`config.mk`:
```
export PLATFORM = sky130hd
export DESIGN_NAME = smi_decoder
export DESIGN_NICKNAME = d
export VERILOG_FILES = /design/src/logic/smi_pkg.sv /design/src/logic/smi_decoder.sv
export SDC_FILE = /design/constraint.sdc
export NUM_CORES = 1
export LEC_CHECK = 0
export ABC_AREA = 1
export BUFFER_PORTS_ARGS = -buffer_cell sky130_fd_sc_hd__buf_2
export CAP_MARGIN = 20
export CORE_UTILIZATION = 51
export CTS_CLUSTER_SIZE = 40
export DETAILED_ROUTE_END_ITERATION = 8
export PLACE_DENSITY = 0.84
export SYNTH_ARGS = -nofsm -noshare
export SYNTH_HDL_FRONTEND = slang
export SYNTH_SLANG_ARGS = --single-unit
```
`constraint.sdc`:
```
create_clock -name clk_i -period 2.2 [get_ports clk_i]
set_clock_uncertainty 0.15 [all_clocks]
set_input_delay 0.55 -clock clk_i [delete_from_list [all_inputs] [get_ports clk_i]]
set_output_delay 0.55 -clock clk_i [all_outputs]
set_load 0.05 [all_outputs]
```
`src/logic/smi_pkg.sv`:
```
// Operation
// - Memory-type code 02 means extended-data-out memory, 04 means synchronous DRAM, anything else is flagged unknown.
// - With one row group or two identical groups, row byte bits 3:0 give the row count and bits 7:4 read zero.
// - With unlike row groups, row byte bits 3:0 give group one and bits 7:4 give group two.
// - The reported row width never includes the bank-select lines.
// - Nibble codes 1 to 3 mean 16 to 18 bits, 0 is undefined, and 4 to F mean 4 to 15 bits directly.
// - With one row group or two identical groups, column byte bits 3:0 give the column count and bits 7:4 are zero.
// - With unlike row groups, column byte bits 3:0 give group one and bits 7:4 give group two.
// - The reported column width excludes the bank-select lines and the auto-precharge bit.
// - The module-rows byte is a plain count from 01 to FF, with 00 reported undefined.
// - Module data width is 16 bits, low byte from the lower index and high byte from the next, zero undefined.
// - Interface level codes 00 to 04 are 5 V TTL, LVTTL, HSTL 1.5, SSTL 3.3 and SSTL 2.5, FF is new table, others reserved.
// - Minimum clock period is high nibble nanoseconds plus low nibble tenths.
// - Maximum data-out delay is decoded with the same nanosecond and tenth split.
// - The configuration-type byte is kept as an eight-bit error-scheme code.
package smi_pkg;

	// ==========================================================
	// Byte indices
	localparam logic [7:0] SMI_IDX_MEM_TYPE  = 8'h02;
	localparam logic [7:0] SMI_IDX_ROW_ADDR  = 8'h03;
	localparam logic [7:0] SMI_IDX_COL_ADDR  = 8'h04;
	localparam logic [7:0] SMI_IDX_ROWS      = 8'h05;
	localparam logic [7:0] SMI_IDX_WIDTH_LO  = 8'h06;
	localparam logic [7:0] SMI_IDX_WIDTH_HI  = 8'h07;
	localparam logic [7:0] SMI_IDX_LEVEL     = 8'h08;
	localparam logic [7:0] SMI_IDX_CYCLE     = 8'h09;
	localparam logic [7:0] SMI_IDX_ACCESS    = 8'h0A;
	localparam logic [7:0] SMI_IDX_ERR_CFG   = 8'h0B;
	localparam int         SMI_NUM_BYTES     = 10;

	// ==========================================================
	// Code values
	localparam logic [7:0] SMI_TYPE_EDO      = 8'h02;
	localparam logic [7:0] SMI_TYPE_SDRAM    = 8'h04;
	localparam logic [7:0] SMI_LEVEL_NEW_TBL = 8'hFF;
	localparam logic [3:0] SMI_ROLLUP_MAX    = 4'h3;
	localparam logic [4:0] SMI_ROLLUP_BASE   = 5'h0F;
	localparam logic [7:0] SMI_TENTHS_PER_NS = 8'h0A;

	// ==========================================================
	// AXI4-Lite byte addresses
	localparam logic [7:0] SMI_ADDR_BYTES0   = 8'h00;
	localparam logic [7:0] SMI_ADDR_BYTES1   = 8'h04;
	localparam logic [7:0] SMI_ADDR_BYTES2   = 8'h08;
	localparam logic [7:0] SMI_ADDR_ROWCOL   = 8'h0C;
	localparam logic [7:0] SMI_ADDR_DECODE   = 8'h10;
	localparam logic [7:0] SMI_ADDR_TIMING   = 8'h14;
	localparam logic [7:0] SMI_ADDR_CTRL     = 8'h18;
	localparam logic [1:0] SMI_RESP_OKAY     = 2'b00;
	localparam logic [1:0] SMI_RESP_SLVERR   = 2'b10;
	localparam logic [9:0] SMI_RESET_MASK    = 10'h000;

	typedef enum logic [2:0]
	{
		SMI_LVL_TTL5     = 3'b000,
		SMI_LVL_LVTTL    = 3'b001,
		SMI_LVL_HSTL15   = 3'b010,
		SMI_LVL_SSTL33   = 3'b011,
		SMI_LVL_SSTL25   = 3'b100,
		SMI_LVL_NEW_TBL  = 3'b101,
		SMI_LVL_RESERVED = 3'b110
	} smi_level_e;

endpackage : smi_pkg

```
`src/logic/smi_decoder.sv`:
```
module smi_decoder
	import smi_pkg::*;
(
	// Clock and reset
	input  wire logic        clk_i,
	input  wire logic        reset_n_i,
	// Fetched byte stream
	input  wire logic        byte_valid_i,
	input  wire logic [7:0]  byte_index_i,
	input  wire logic [7:0]  byte_data_i,
	// Decoded results
	output logic             done_o,
	output logic             type_edo_o,
	output logic             type_sdram_o,
	output logic             type_unknown_o,
	output logic [4:0]       row_bits_g1_o,
	output logic [4:0]       row_bits_g2_o,
	output logic [4:0]       col_bits_g1_o,
	output logic [4:0]       col_bits_g2_o,
	output logic             groups_differ_o,
	output logic [7:0]       module_rows_o,
	output logic             rows_undefined_o,
	output logic [15:0]      data_width_o,
	output logic             width_undefined_o,
	output logic [2:0]       signal_level_o,
	output logic [7:0]       min_period_tenths_o,
	output logic [7:0]       max_access_tenths_o,
	output logic [7:0]       error_scheme_o,
	// AXI4-Lite slave
	input  wire logic [7:0]  s_axi_awaddr,
	input  wire logic        s_axi_awvalid,
	output logic             s_axi_awready,
	input  wire logic [31:0] s_axi_wdata,
	input  wire logic [3:0]  s_axi_wstrb,
	input  wire logic        s_axi_wvalid,
	output logic             s_axi_wready,
	output logic [1:0]       s_axi_bresp,
	output logic             s_axi_bvalid,
	input  wire logic        s_axi_bready,
	input  wire logic [7:0]  s_axi_araddr,
	input  wire logic        s_axi_arvalid,
	output logic             s_axi_arready,
	output logic [31:0]      s_axi_rdata,
	output logic [1:0]       s_axi_rresp,
	output logic             s_axi_rvalid,
	input  wire logic        s_axi_rready
);

	// ==========================================================
	// Helpers
	// Nibble to address bit count; 0 stays 0 as the undefined marker
	function automatic logic [4:0] smi_addr_bits(input logic [3:0] nib);
		if (nib == 4'h0)
			return 5'h00;
		else if (nib <= SMI_ROLLUP_MAX)
			return SMI_ROLLUP_BASE + {1'b0, nib};
		else
			return {1'b0, nib};
	endfunction : smi_addr_bits

	// Nibble-split time to tenths of a nanosecond
	function automatic logic [7:0] smi_tenths(input logic [7:0] b);
		logic [11:0] prod;
		prod = {8'h00, b[7:4]} * {4'h0, SMI_TENTHS_PER_NS};
		return prod[7:0] + {4'h0, b[3:0]};
	endfunction : smi_tenths

	// ==========================================================
	// State
	typedef struct packed
	{
		logic [7:0]  mem_type;
		logic [7:0]  row_byte;
		logic [7:0]  col_byte;
		logic [7:0]  rows;
		logic [7:0]  width_lo;
		logic [7:0]  width_hi;
		logic [7:0]  level;
		logic [7:0]  cycle;
		logic [7:0]  access;
		logic [7:0]  err_cfg;
		logic [9:0]  seen;
		logic        done;
		logic        type_edo;
		logic        type_sdram;
		logic        type_unknown;
		logic [4:0]  row_g1;
		logic [4:0]  row_g2;
		logic [4:0]  col_g1;
		logic [4:0]  col_g2;
		logic        differ;
		logic        rows_undef;
		logic [15:0] width;
		logic        width_undef;
		logic [2:0]  level_code;
		logic [7:0]  period;
		logic [7:0]  acc_t;
		logic        aw_held;
		logic [7:0]  aw_addr;
		logic        w_held;
		logic [31:0] w_data;
		logic [3:0]  w_strb;
		logic        bvalid;
		logic [1:0]  bresp;
		logic        rvalid;
		logic [31:0] rdata;
		logic [1:0]  rresp;
		logic        aw_rdy;
		logic        w_rdy;
		logic        ar_rdy;
	} smi_state_s;

	// Readies idle high in reset so the bus sees a free slave at once
	localparam smi_state_s SMI_STATE_RST = '{aw_rdy: 1'b1, w_rdy: 1'b1, ar_rdy: 1'b1, default: '0};

	smi_state_s state_reg;
	smi_state_s state_next;

	always_comb
	begin
		logic [9:0]  seen_v;
		logic [9:0]  hit_v;
		logic [15:0] width_v;
		logic [3:0]  row_hi;
		logic [3:0]  col_hi;
		seen_v = '0;
		hit_v = '0;
		width_v = '0;
		row_hi = '0;
		col_hi = '0;
		state_next = state_reg;

		// ======================================================
		// Byte capture
		if (byte_valid_i)
		begin
			case (byte_index_i)
				SMI_IDX_MEM_TYPE: state_next.mem_type = byte_data_i;
				SMI_IDX_ROW_ADDR: state_next.row_byte = byte_data_i;
				SMI_IDX_COL_ADDR: state_next.col_byte = byte_data_i;
				SMI_IDX_ROWS:     state_next.rows = byte_data_i;
				SMI_IDX_WIDTH_LO: state_next.width_lo = byte_data_i;
				SMI_IDX_WIDTH_HI: state_next.width_hi = byte_data_i;
				SMI_IDX_LEVEL:    state_next.level = byte_data_i;
				SMI_IDX_CYCLE:    state_next.cycle = byte_data_i;
				SMI_IDX_ACCESS:   state_next.access = byte_data_i;
				SMI_IDX_ERR_CFG:  state_next.err_cfg = byte_data_i;
				default:          state_next.mem_type = state_reg.mem_type;
			endcase
			if (byte_index_i >= SMI_IDX_MEM_TYPE && byte_index_i <= SMI_IDX_ERR_CFG)
				hit_v[4'(byte_index_i - SMI_IDX_MEM_TYPE)] = 1'b1;
		end
		state_next.seen = state_reg.seen | hit_v;
		seen_v = state_next.seen;
		state_next.done = &seen_v;

		// ======================================================
		// Decode, registered one cycle after capture
		state_next.type_edo = (state_reg.mem_type == SMI_TYPE_EDO);
		state_next.type_sdram = (state_reg.mem_type == SMI_TYPE_SDRAM);
		state_next.type_unknown = !state_next.type_edo && !state_next.type_sdram;

		// Counts exclude bank selects and auto-precharge by construction of the byte
		row_hi = state_reg.row_byte[7:4];
		col_hi = state_reg.col_byte[7:4];
		state_next.row_g1 = smi_addr_bits(state_reg.row_byte[3:0]);
		state_next.col_g1 = smi_addr_bits(state_reg.col_byte[3:0]);
		// Identical groups: high nibbles are zero, so group two mirrors group one
		state_next.differ = (row_hi != 4'h0) || (col_hi != 4'h0);
		state_next.row_g2 = (row_hi == 4'h0) ? state_next.row_g1 : smi_addr_bits(row_hi);
		state_next.col_g2 = (col_hi == 4'h0) ? state_next.col_g1 : smi_addr_bits(col_hi);

		state_next.rows_undef = (state_reg.rows == 8'h00);
		width_v = {state_reg.width_hi, state_reg.width_lo};
		state_next.width = width_v;
		state_next.width_undef = (width_v == 16'h0000);

		case (state_reg.level)
			8'h00:             state_next.level_code = SMI_LVL_TTL5;
			8'h01:             state_next.level_code = SMI_LVL_LVTTL;
			8'h02:             state_next.level_code = SMI_LVL_HSTL15;
			8'h03:             state_next.level_code = SMI_LVL_SSTL33;
			8'h04:             state_next.level_code = SMI_LVL_SSTL25;
			SMI_LEVEL_NEW_TBL: state_next.level_code = SMI_LVL_NEW_TBL;
			default:           state_next.level_code = SMI_LVL_RESERVED;
		endcase

		state_next.period = smi_tenths(state_reg.cycle);
		state_next.acc_t = smi_tenths(state_reg.access);

		// ======================================================
		// AXI4-Lite write: only the control word's clear bit has an effect
		if (s_axi_awvalid && !state_reg.aw_held)
		begin
			state_next.aw_held = 1'b1;
			state_next.aw_addr = s_axi_awaddr;
		end
		if (s_axi_wvalid && !state_reg.w_held)
		begin
			state_next.w_held = 1'b1;
			state_next.w_data = s_axi_wdata;
			state_next.w_strb = s_axi_wstrb;
		end
		if (state_reg.aw_held && state_reg.w_held && !state_reg.bvalid)
		begin
			state_next.aw_held = 1'b0;
			state_next.w_held = 1'b0;
			state_next.bvalid = 1'b1;
			state_next.bresp = SMI_RESP_OKAY;
			if (state_reg.aw_addr == SMI_ADDR_CTRL)
			begin
				// Restart collection; a byte latched this same cycle still counts
				if (state_reg.w_strb[0] && state_reg.w_data[0])
					state_next.seen = SMI_RESET_MASK | hit_v;
			end
			else if (state_reg.aw_addr > SMI_ADDR_CTRL || state_reg.aw_addr[1:0] != 2'b00)
				state_next.bresp = SMI_RESP_SLVERR;
			else
				state_next.bresp = SMI_RESP_SLVERR; // Decoded data are read-only
		end
		if (state_reg.bvalid && s_axi_bready)
			state_next.bvalid = 1'b0;

		// ======================================================
		// AXI4-Lite read
		if (s_axi_arvalid && !state_reg.rvalid)
		begin
			state_next.rvalid = 1'b1;
			state_next.rresp = SMI_RESP_OKAY;
			case (s_axi_araddr)
				SMI_ADDR_BYTES0: state_next.rdata = {state_reg.rows, state_reg.col_byte,
				                                    state_reg.row_byte, state_reg.mem_type};
				SMI_ADDR_BYTES1: state_next.rdata = {state_reg.cycle, state_reg.level,
				                                    state_reg.width_hi, state_reg.width_lo};
				SMI_ADDR_BYTES2: state_next.rdata = {16'h0000, state_reg.err_cfg, state_reg.access};
				SMI_ADDR_ROWCOL: state_next.rdata = {state_reg.differ, 2'b00,
				                                    state_reg.col_g2, 3'h0, state_reg.col_g1,
				                                    3'h0, state_reg.row_g2, 3'h0, state_reg.row_g1};
				SMI_ADDR_DECODE: state_next.rdata = {state_reg.width, 5'h00, state_reg.level_code,
				                                    2'b00, state_reg.width_undef, state_reg.rows_undef,
				                                    state_reg.type_unknown, state_reg.type_sdram,
				                                    state_reg.type_edo, state_reg.done};
				SMI_ADDR_TIMING: state_next.rdata = {16'h0000, state_reg.acc_t, state_reg.period};
				SMI_ADDR_CTRL:   state_next.rdata = {22'h000000, state_reg.seen};
				default:
				begin
					state_next.rdata = 32'h0000_0000;
					state_next.rresp = SMI_RESP_SLVERR;
				end
			endcase
		end
		else if (state_reg.rvalid && s_axi_rready)
			state_next.rvalid = 1'b0;

		// Registered readies keep every port straight off a flip-flop
		state_next.aw_rdy = !state_next.aw_held;
		state_next.w_rdy = !state_next.w_held;
		state_next.ar_rdy = !state_next.rvalid;
	end

	always_ff @(posedge clk_i or negedge reset_n_i)
	begin
		if (!reset_n_i)
			state_reg <= SMI_STATE_RST;
		else
			state_reg <= state_next;
	end

	// ==========================================================
	// Outputs
	assign done_o              = state_reg.done;
	assign type_edo_o          = state_reg.type_edo;
	assign type_sdram_o        = state_reg.type_sdram;
	assign type_unknown_o      = state_reg.type_unknown;
	assign row_bits_g1_o       = state_reg.row_g1;
	assign row_bits_g2_o       = state_reg.row_g2;
	assign col_bits_g1_o       = state_reg.col_g1;
	assign col_bits_g2_o       = state_reg.col_g2;
	assign groups_differ_o     = state_reg.differ;
	assign module_rows_o       = state_reg.rows;
	assign rows_undefined_o    = state_reg.rows_undef;
	assign data_width_o        = state_reg.width;
	assign width_undefined_o   = state_reg.width_undef;
	assign signal_level_o      = state_reg.level_code;
	assign min_period_tenths_o = state_reg.period;
	assign max_access_tenths_o = state_reg.acc_t;
	assign error_scheme_o      = state_reg.err_cfg;
	assign s_axi_awready       = state_reg.aw_rdy;
	assign s_axi_wready        = state_reg.w_rdy;
	assign s_axi_bvalid        = state_reg.bvalid;
	assign s_axi_bresp         = state_reg.bresp;
	assign s_axi_arready       = state_reg.ar_rdy;
	assign s_axi_rvalid        = state_reg.rvalid;
	assign s_axi_rdata         = state_reg.rdata;
	assign s_axi_rresp         = state_reg.rresp;

endmodule : smi_decoder

```
# == Yosys cells after proc, flatten, opt, wreduce, memory -nomap -nowiden ==
# Index checks and enable logic that the tools add are counted.
# totals
register_bits,239
inputBits,76
out_inout_bits,119
# op_classes
n_addsub,7
n_mul,2
n_lt_le_gt_ge,8
n_eq_ne,24
n_mux,27
n_bitwise,1
reduce_logical,44
# ops
op,count
32-bit one-hot mux with 7 select lines,1
8-bit by 3-bit == test with 1-bit output (second input constant),7
10-bit two-way mux,5
8-bit by 4-bit == test with 1-bit output (second input constant),6
8-bit by 2-bit == test with 1-bit output (second input constant),5
5-bit two-way mux,8
37-bit two-way mux,1
8-bit by 5-bit == test with 1-bit output (second input constant),4
8-bit logical NOT,3
4-bit by 4-bit adder with 5-bit output (first input constant),4
2-bit AND reduction,10
3-bit one-hot mux with 6 select lines,1
8-bit by 4-bit adder with 8-bit output,2
4-bit by 2-bit <= comparator with 1-bit output (second input constant),4
16-bit logical NOT,1
4-bit logical NOT,4
4-bit by 3-bit multiplier with 7-bit output (second input constant),2
1-bit logical AND,11
10-bit bitwise OR,1
10-bit AND reduction,1
1-bit logical NOT,9
9-bit two-way mux,1
8-bit by 1-bit == test with 1-bit output (second input constant),1
8-bit == test (second input constant),1
other kinds (13),20

# == Depth between registers and ports, before layout ==
# Gate-level depths: netlist of run 1.
# logic_depth
word_depth,11
depth_mapped,13
ltp_nobuf,13

# == Worst setup path after synthesis of run 1 ==
# OpenSTA, ideal clock, no wires.
# synth_path
path_type,reg-to-reg
start,register state_reg[172] (netlist bit)
end,"register state_reg, in the netlist max_access_tenths_o[7]"
setup_time_ns,0.080
arrival_time_ns,1.862
t_required_ns,1.970
slack_ns,0.108
stages_incl_launch_ff,7
n_path_buf,0
cell_sequence,dfrtp_1 > ha_1 > ha_1 > inv_1 > fa_1 > nor4_1 > xnor2_1
# synth_lines
item,line_no,rtl
start: declaration,smi_decoder.sv:116,smi_state_s state_reg;
start signal: assignment,smi_decoder.sv:266,state_reg <= state_next;

==> summary.txt, run 1 <==
Final setup fails -> 0
DRT antenna net count -> 0
Top cells by area, synth -> dfrtp_1 (49%), nand2_1 (12%), buf_4 (8.0%)
Critical Path RT -> 2.45 ns
Max cap viols -> 0
Sequential Power Share -> 43.8%
Total gr overflow -> 0
Worst-case clock buffer depth -> 3
Worst min path class -> in2reg
Pwr dens -> 879 nW/um^2
Worst hold stages -> 2
CP Buf/Inv Count -> 2
Most common cell in the netlist -> nand2_1
Switching power total -> 3210 uW
Worst r2r path cells -> 8
CP Data Arrival Time -> 2.40 ns
Min Hold Slack -> 0.0740 ns
First DRT Iteration DRCs -> 912
Clock power frac -> 37.5%
H-Tree Depth -> 1
Worst Hold Launch -> s_axi_bready
TritonCTS clock tree -> yes
Post-synth ARST share -> 100%
Post-DP HPWL -> 20200 um
Pre-antenna DRT Iters -> 7
Max reg flops -> 70
Row count -> 51
Critical path launch point -> state_reg[180]
Total Wirelength -> 27900 um
R2R setup slack -> 0.05 ns
Clock tree sinks -> 203
Int Pwr -> 6930 uW
Crit path cell chain -> ha_4 -> ha_2 -> inv_2 -> fa_2 -> buf_6 -> nor2_1 -> nand2_1 -> xor2_1
Largest net degree at the start of global routing -> 54
Avg WL per Cell -> 17.8 um
Setup crit end kind -> register
Final period utilization -> 97.6%
Worst-skew pair later-pin latency -> 0.52 ns
Layout cells sized above 1 -> 21.1%
Initial Util -> 52.3%
Die area -> 20700 sq um
Max incr delay on CP -> 0.47 ns
Gpl congestion -> 0.989
Flops & latches, synth -> 203
First-pass GRT wire length -> 42900 um
DIE HEIGHT -> 144 um
Sequential cell area fraction in the yosys report -> 49.6%
Final min period -> 2.15 ns
Vias in the first global route -> 8029
Number of synthesis warnings -> 0
Critical path depth -> 8
Yosys cell types -> 36
Count of final hold-check violations -> 0
Critical path type -> reg2reg
Switching Share -> 31.6%
Mapped cell area -> 10300 sq um
Worst vdd ir -> 0.827 mV
Syn-to-layout area delta -> 12.5%
Cell taking the most area after synthesis -> dfrtp_1
Root Driver -> clkbuf_16
Horiz. Die Dim -> 144 um
Delay-heaviest family, CP -> adder cells
Combinational Power Share -> 18.7%
Initial antenna violation count -> 3
Residual DRC -> 0
Layout Nets -> 1387
Slew Limit Fails -> 0
CP max stage cell -> fa_2
Cells after Synth -> 1206
Max Freq -> 0.466 GHz
Most common flop cell mapped by yosys -> dfrtp_1
Rel. slew slack -> 45.2%
Synthesized area per cell -> 8.50 sq um
RSZ-0062 raised after global routing -> no
Clk pin slew, worst setup/hold paths -> 0.06 ns
Total track usage -> 27.6%
CORE AREA -> 19600 sq um
CP max FO -> 2
P_leak -> 0.00619 uW
Num CTS Buffers -> 22
Tightest Pin Transition -> 0.821 ns
I/O Pins -> 195
Worst setup SP type -> register
EDFF count, synth -> 0
Worst r2r src -> state_reg[180]
Final Cell Area -> 11500 sq um
Status -> completed
Routed vias/inst -> 5.44
Number of port buffers -> 158
Most instantiated cells after synthesis -> nand2_1 (325), dfrtp_1 (200), buf_4 (109), inv_1 (105), o21ai_0 (103)
DR vias -> 8529
Post-synth top area share -> 48.8%
Placement Cell Area -> 10700 sq um
Fill cell count -> 1621
==> layer usage <==
metal  vias up  track usage, %  routed length, um
met5         -               0                 12
met4         2            12.4               1160
met3        83            8.36               3220
met2       474            42.1              12400
met1      4027            36.3              11100
li1       3943               -                  -
==> cell usage in the layout, fill, tap and decap left out, types with 3 or more instances in the layout <==
master     count
clkinv_2       4
nand2_1      325
buf_2        157
buf_4         29
nor2_2         4
a31oi_1        4
xor2_1         4
o21ai_2        8
a21oi_1       20
o21ai_1       24
xnor2_1        8
clkbuf_8       7
nand4_1        6
nor3_4         4
nor4_1         9
nand2_2        7
dfrtp_1      200
dfstp_2        3
o31ai_1        4
nand3_1      101
clkbuf_1       5
inv_1        104
buf_12         6
o21ai_0      103
nor2_1        68
nor3_1         9
clkbuf_16     22
inv_2          3
ha_1          21
mux2_2         8
==> path summary, 6_finish.rpt <==
check	end
setup / recovery	min_period_tenths_o[6]
hold / removal	s_axi_bvalid
setup reg to reg	min_period_tenths_o[6]
hold reg to reg	min_period_tenths_o[0]
max in group asynchronous	s_axi_awready
min in group asynchronous	max_access_tenths_o[1]
==> cells by family (layout without fill, tap and decap cells) <==
group,after synthesis,count (layout),synth area share (%)
muxes,8,8,0.879
DFF,203,203,49.6
other,1,4,0.0366
xor gates and xnor gates,12,12,1.03
and+or+nand+nor,537,537,22.3
AOI/OAI and AO/OA,167,167,8.72
adders and majority gates,27,27,3.59
buffers and inverters,251,344,13.9
==> per-stage QoR <==
step | TNS, ns | util [%] | total power [uW] | setup WS, ns | cells
2_1_floorplan | 0 | - | 5930 | 0.108 | 1207
3_3_place_gp | -0.131 | 54.7 | 6290 | -0.0342 | 1523
3_5_place_dp | -0.559 | 54.7 | 6370 | -0.0794 | 1523
4_1_cts | 0 | 58.6 | 10200 | 0.00124 | 1564
5_1_grt | 0 | 58.8 | 10500 | 0.0148 | 1565
6_report | 0 | 58.9 | 10100 | 0.0526 | 1567
==> power by group through the flow <==
stage,clock (uW),combinational (uW),sequential [uW]
after floorplan,0,1330,4600
after global placement,0,1810,4480
after detailed placement,0,1880,4500
after CTS,3820,1890,4440
after global routing,3980,2050,4480
final,3800,1890,4440
==> cell type report <==
class	count	area [sq um]	area share, %
sequential	203	5080	44.1
multi-input combinational	753	3790	32.9
timing repair buffer	195	1160	10.0
clock buffer	33	652	5.65
inverter	109	409	3.55
tap	265	332	2.88
clock inverter	7	96.3	0.836
antenna	2	5.00	0.0434
==> repair_timing <==
item | in CTS | in global routing
endpoints found under the hold margin | 38 | 0
resized for setup | 0 | 9
setup buffers | 0 | 1
endpoints found under the setup margin | 0 | 3
hold buffers | 1 | 0
Power figures use the tool's default switching activity.
==> run 2: changes to the inputs <==
CORE_UTILIZATION = 47   (was 51)
PLACE_DENSITY = 0.79   (was 0.84)
==> summary.txt, run 2 (synthesis results as in run 1) <==
P_leak -> 0.00627 uW
Max Freq -> 0.465 GHz
Syn-to-layout area delta -> 14.5%
Residual DRC -> 0
Final period utilization -> 97.8%
Met3 GRT Util -> 6.74%
Final Cell Area -> 11700 sq um
Root Driver -> clkbuf_16
DIE HEIGHT -> 150 um
Max reg flops -> 70
Most frequent cells in the layout -> nand2_1 (325), dfrtp_1 (200), buf_2 (157)
Design Power -> 10000 uW
Rel. slew slack -> 41.0%
Vias in the first global route -> 8202
Worst-skew pair later-pin latency -> 0.51 ns
Number of port buffers -> 158
Initial Util -> 48.3%
Status -> completed
Die area -> 22400 sq um
DRT antenna net count -> 0
Clock tree sinks -> 203
CP max FO -> 2
Count of final hold-check violations -> 0
CP Buf/Inv Count -> 2
Total gr overflow -> 0
Avg WL per Cell -> 17.7 um
Worst r2r src -> state_reg[180]
Grt met2 use -> 39.4%
Critical path type -> reg2reg
Gpl congestion -> 0.956
Placement Cell Area -> 10900 sq um
Largest net degree at the start of global routing -> 58
Worst setup SP type -> register
Critical Path RT -> 2.44 ns
Total track usage -> 25.9%
TritonCTS clock tree -> yes
Delay-heaviest family, CP -> adder cells
Final min period -> 2.15 ns
DR vias -> 8565
Post-DP HPWL -> 20700 um
Worst min path class -> in2reg
Num CTS Buffers -> 23
GR peak layer -> met2
Worst-case clock buffer depth -> 3
CP max stage cell -> fa_2
Setup crit end kind -> register
Max cap viols -> 0
Horiz. Die Dim -> 150 um
Row count -> 53
First-pass GRT wire length -> 44300 um
Slew Limit Fails -> 0
Worst vdd ir -> 0.794 mV
Layout Nets -> 1407
Fill cell count -> 1871
Critical path launch point -> state_reg[180]
Final setup fails -> 0
Crit path cell chain -> ha_1 -> ha_2 -> inv_1 -> fa_2 -> buf_4 -> nor2_2 -> nand2_1 -> xor2_1
Layout cells sized above 1 -> 22.3%
Max incr delay on CP -> 0.45 ns
Clk pin slew, worst setup/hold paths -> 0.06 ns
Tightest Pin Transition -> 0.883 ns
Pre-antenna DRT Iters -> 7
Initial antenna violation count -> 1
Worst Hold Launch -> s_axi_bready
Routed vias/inst -> 5.37
I/O Pins -> 195
First DRT Iteration DRCs -> 786
Pwr dens -> 856 nW/um^2
RSZ-0062 raised after global routing -> yes
CP Data Arrival Time -> 2.39 ns
H-Tree Depth -> 1
Final core occ -> 55.3%
Most common cell after layout, fill and taps aside -> nand2_1
Met1 GRT Util -> 35.4%
Total Wirelength -> 28300 um
CORE AREA -> 21200 sq um
-- run 2: cell count changes in the layout (fill, tap and decap cells not counted), moves of 2 or more --
cell       delta
buf_12        +6
inv_6         +2
bufinv_16     -2
buf_4        +14
clkinv_2      -2
-- run 2: timing repair --
action,4_1_cts,5_1_grt
resized for setup,0,9
hold buffers,1,0
buffers inserted,0,1
endpoints found under the setup margin,0,3
hold endpoints to repair,46,0
-- run 2: final cells by class --
type	instances	area (sq um)	area share [%]
Multi-Input combinational cell	753	3800	32.4
Sequential cell	203	5080	43.3
Inverter	109	409	3.49
Timing Repair Buffer	214	1370	11.7
Clock inverter	5	35.0	0.298
Tap cell	275	344	2.93
Antenna cell	1	2.50	0.0213
Clock buffer	35	691	5.88
-- run 2: metrics by stage --
step,hold slack (ns),std cells,setup WS [ns],TNS (ns)
4_1_cts,0.0845,1593,0.0141,0
3_3_place_gp,0.269,1552,-0.0444,-0.214
5_1_grt,0.0988,1594,-0.0210,-0.0418
6_report,0.0855,1595,0.0480,0
2_1_floorplan,0.104,1207,0.108,0
3_5_place_dp,0.273,1552,-0.113,-1.00
-- run 2: worst paths after layout --
kind	endpoint	slack [ns]	cells after the start
setup reg to reg	min_period_tenths_o[6]	0.05	8
setup / recovery	min_period_tenths_o[6]	0.05	8
min in group asynchronous	error_scheme_o[0]	0.45	2
max in group asynchronous	state_reg[180]	0.81	3
hold reg to reg	min_period_tenths_o[0]	0.29	0
hold / removal	s_axi_bvalid	0.09	2
-- run 2: per-layer routing --
layer  vias to the layer above  part of all wire [%]
met5                         -                     0
met1                      4066                    42
met3                        70                    11
met2                       451                    44
met4                         0                   3.6
li1                       3978                     -
-- run 2: worst register-to-register path, delay by kind of cell (launching register included) --
family        cells  cell delay [ns]
fa+ha+maj         3             0.96
buf+inv           2             0.23
flops             1             0.40
simple gates      2             0.16
xor+xnor          1             0.14
-- run 2: report_power, final --
group	leakage, uW	internal, uW	switching [uW]
Sequential	0.00268	4150	307
Clock	0.000357	2160	1510
Combinational	0.00323	528	1390
==> run 3: changes to the inputs <==
CELL_PAD_IN_SITES_DETAIL_PLACEMENT = 0   (was not set)
CELL_PAD_IN_SITES_GLOBAL_PLACEMENT = 1   (was not set)
CORE_UTILIZATION = 38   (was 47)
PLACE_DENSITY = 0.84   (was 0.79)
==> summary.txt, run 3 (synthesis results as in run 1) <==
Status -> complete, but fails checks
Failing checks -> design-rule violations, negative setup slack
DP Cell Count -> 1607
Critical Path RT -> 2.48 ns
PnR worst setup slack -> -0.00923 ns
Placement Cell Area -> 10900 sq um
I/O Pins -> 195
Design Power -> 10600 uW
Pwr dens -> 898 nW/um^2
Routed vias/inst -> 5.01
Fill cell count -> 2605
TritonCTS clock tree -> yes
Setup crit end kind -> register
H-Tree Depth -> 1
Max Freq -> 0.453 GHz
Worst setup SP type -> register
Slew Limit Fails -> 0
Die area -> 27600 sq um
Final setup fails -> 1
Clock tree sinks -> 203
FF/Latch Area -> 5080 sq um
Layout cells sized above 1 -> 22.1%
Delay-heaviest family, CP -> adder cells
P_leak -> 0.00630 uW
RSZ-0062 raised after global routing -> yes
Initial antenna violation count -> 0
Syn-to-layout area delta -> 15.1%
Final Cell Area -> 11800 sq um
First DRT Iteration DRCs -> 834
Number of port buffers -> 158
CP Buf/Inv Count -> 2
Max reg flops -> 70
Worst min path class -> in2reg
DIE HEIGHT -> 166 um
Total Wirelength -> 29300 um
Final period utilization -> 100%
Worst Hold Launch -> s_axi_bready
Max cap viols -> 0
Worst-case clock buffer depth -> 3
Max incr delay on CP -> 0.38 ns
Pre-antenna DRT Iters -> 7
Most common cell after layout, fill and taps aside -> nand2_1
Worst r2r src -> state_reg[180]
CP max FO -> 2
Largest net degree at the start of global routing -> 53
Dpl ws -> -0.0307 ns
Final min period -> 2.21 ns
Worst r2r path cells -> 8
Num CTS Buffers -> 23
Post-CTS Setup Bufs -> 0
Residual DRC -> 16
Count of final hold-check violations -> 0
Root Driver -> clkbuf_16
Total track usage -> 21.1%
Gpl congestion -> 0.897
Layout Nets -> 1401
CORE AREA -> 26300 sq um
Post-DP HPWL -> 21700 um
Total gr overflow -> 0
Fin cells -> 1650
Horiz. Die Dim -> 166 um
Final core occ -> 44.9%
WHS Endpoint -> s_axi_bvalid
Crit path cell chain -> ha_1 -> ha_2 -> inv_2 -> fa_2 -> xnor2_2 -> inv_2 -> nor4_4 -> xnor2_1
Critical path type -> reg2reg
Worst hold stages -> 2
Multi-input gate area -> 3790 sq um
Rel. slew slack -> 61.3%
Vias in the first global route -> 7747
Worst reg2reg path endpoint -> min_period_tenths_o[7]
R2R setup slack -> -0.009 ns
Most frequent cells in the layout -> nand2_1 (325), dfrtp_1 (200), buf_2 (157)
CP Data Arrival Time -> 2.49 ns
Tightest Pin Transition -> 0.574 ns
Worst vdd ir -> 0.643 mV
First-pass GRT wire length -> 45000 um
Worst-skew pair later-pin latency -> 0.53 ns
Most used cell, CP -> inv_2
Clk pin slew, worst setup/hold paths -> 0.06 ns
Initial Util -> 39.0%
Avg WL per Cell -> 17.7 um
DR vias -> 8260
Antenna cells -> 0
CP max stage cell -> dfrtp_1
DRT antenna net count -> 0
Row count -> 59
run 3: cell count changes in the layout (fill, tap and decap cells not counted), sizes merged:
| cell | previous run | this run |
|---|---|---|
| clkbuf | 36 | 30 |
| clkinvlp | 1 | 4 |
| buf | 212 | 206 |
| diode | 1 | 0 |
| bufinv | 0 | 5 |
run 3: worst max-delay path by stage:
stage                    start                      to  slack, ns  cells past startpoint
6_report        state_reg[180]  min_period_tenths_o[7]     -0.009                      8
4_1_cts         state_reg[180]  min_period_tenths_o[7]       0.03                      6
5_1_grt         state_reg[180]  min_period_tenths_o[7]      -0.08                      8
2_1_floorplan   state_reg[172]  max_access_tenths_o[7]       0.11                      6
3_3_place_gp   s_axi_araddr[1]          s_axi_rdata[5]      0.008                     10
3_5_place_dp   s_axi_araddr[1]          s_axi_rdata[5]      -0.03                     10
run 3: metrics by stage:
| stage | hold slack, ns | TNS (ns) |
|---|---|---|
| 2_1_floorplan | 0.104 | 0 |
| 3_3_place_gp | 0.249 | 0 |
| 3_5_place_dp | 0.259 | -0.0734 |
| 4_1_cts | 0.0548 | 0 |
| 5_1_grt | 0.0802 | -0.158 |
| 6_report | 0.0636 | -0.00923 |
run 3: what timing repair did:
item                       CTS  global route
hold endpoints to repair    39             0
pin swaps                    0             3
hold buffers                 1             0
setup endpoints to repair    1             2
resized for setup            1             7
run 3: layout make-up:
type                            count  share of cell area, %
Multi-Input combinational cell    753                   32.1
Clock buffer                       29                   5.24
Timing Repair Buffer              208                   10.7
Clock inverter                     13                   1.86
Tap cell                          335                   3.55
Inverter                          109                   3.47
Sequential cell                   203                   43.1
run 3: power by group:
part / internal [uW] / total (uW) / switching, uW
clock network: 2600 / 4220 / 1620
registers: 4150 / 4460 / 310
logic: 520 / 1920 / 1400
total: 7270 / 10600 / 3330
run 3: metal layers:
| metal | track usage [%] | part of all wire [%] |
|---|---|---|
| met5 | 0 | 0 |
| met1 | 29.6 | 45 |
| met4 | 4.31 | 1.7 |
| met2 | 33.2 | 45 |
| met3 | 5.05 | 8.6 |
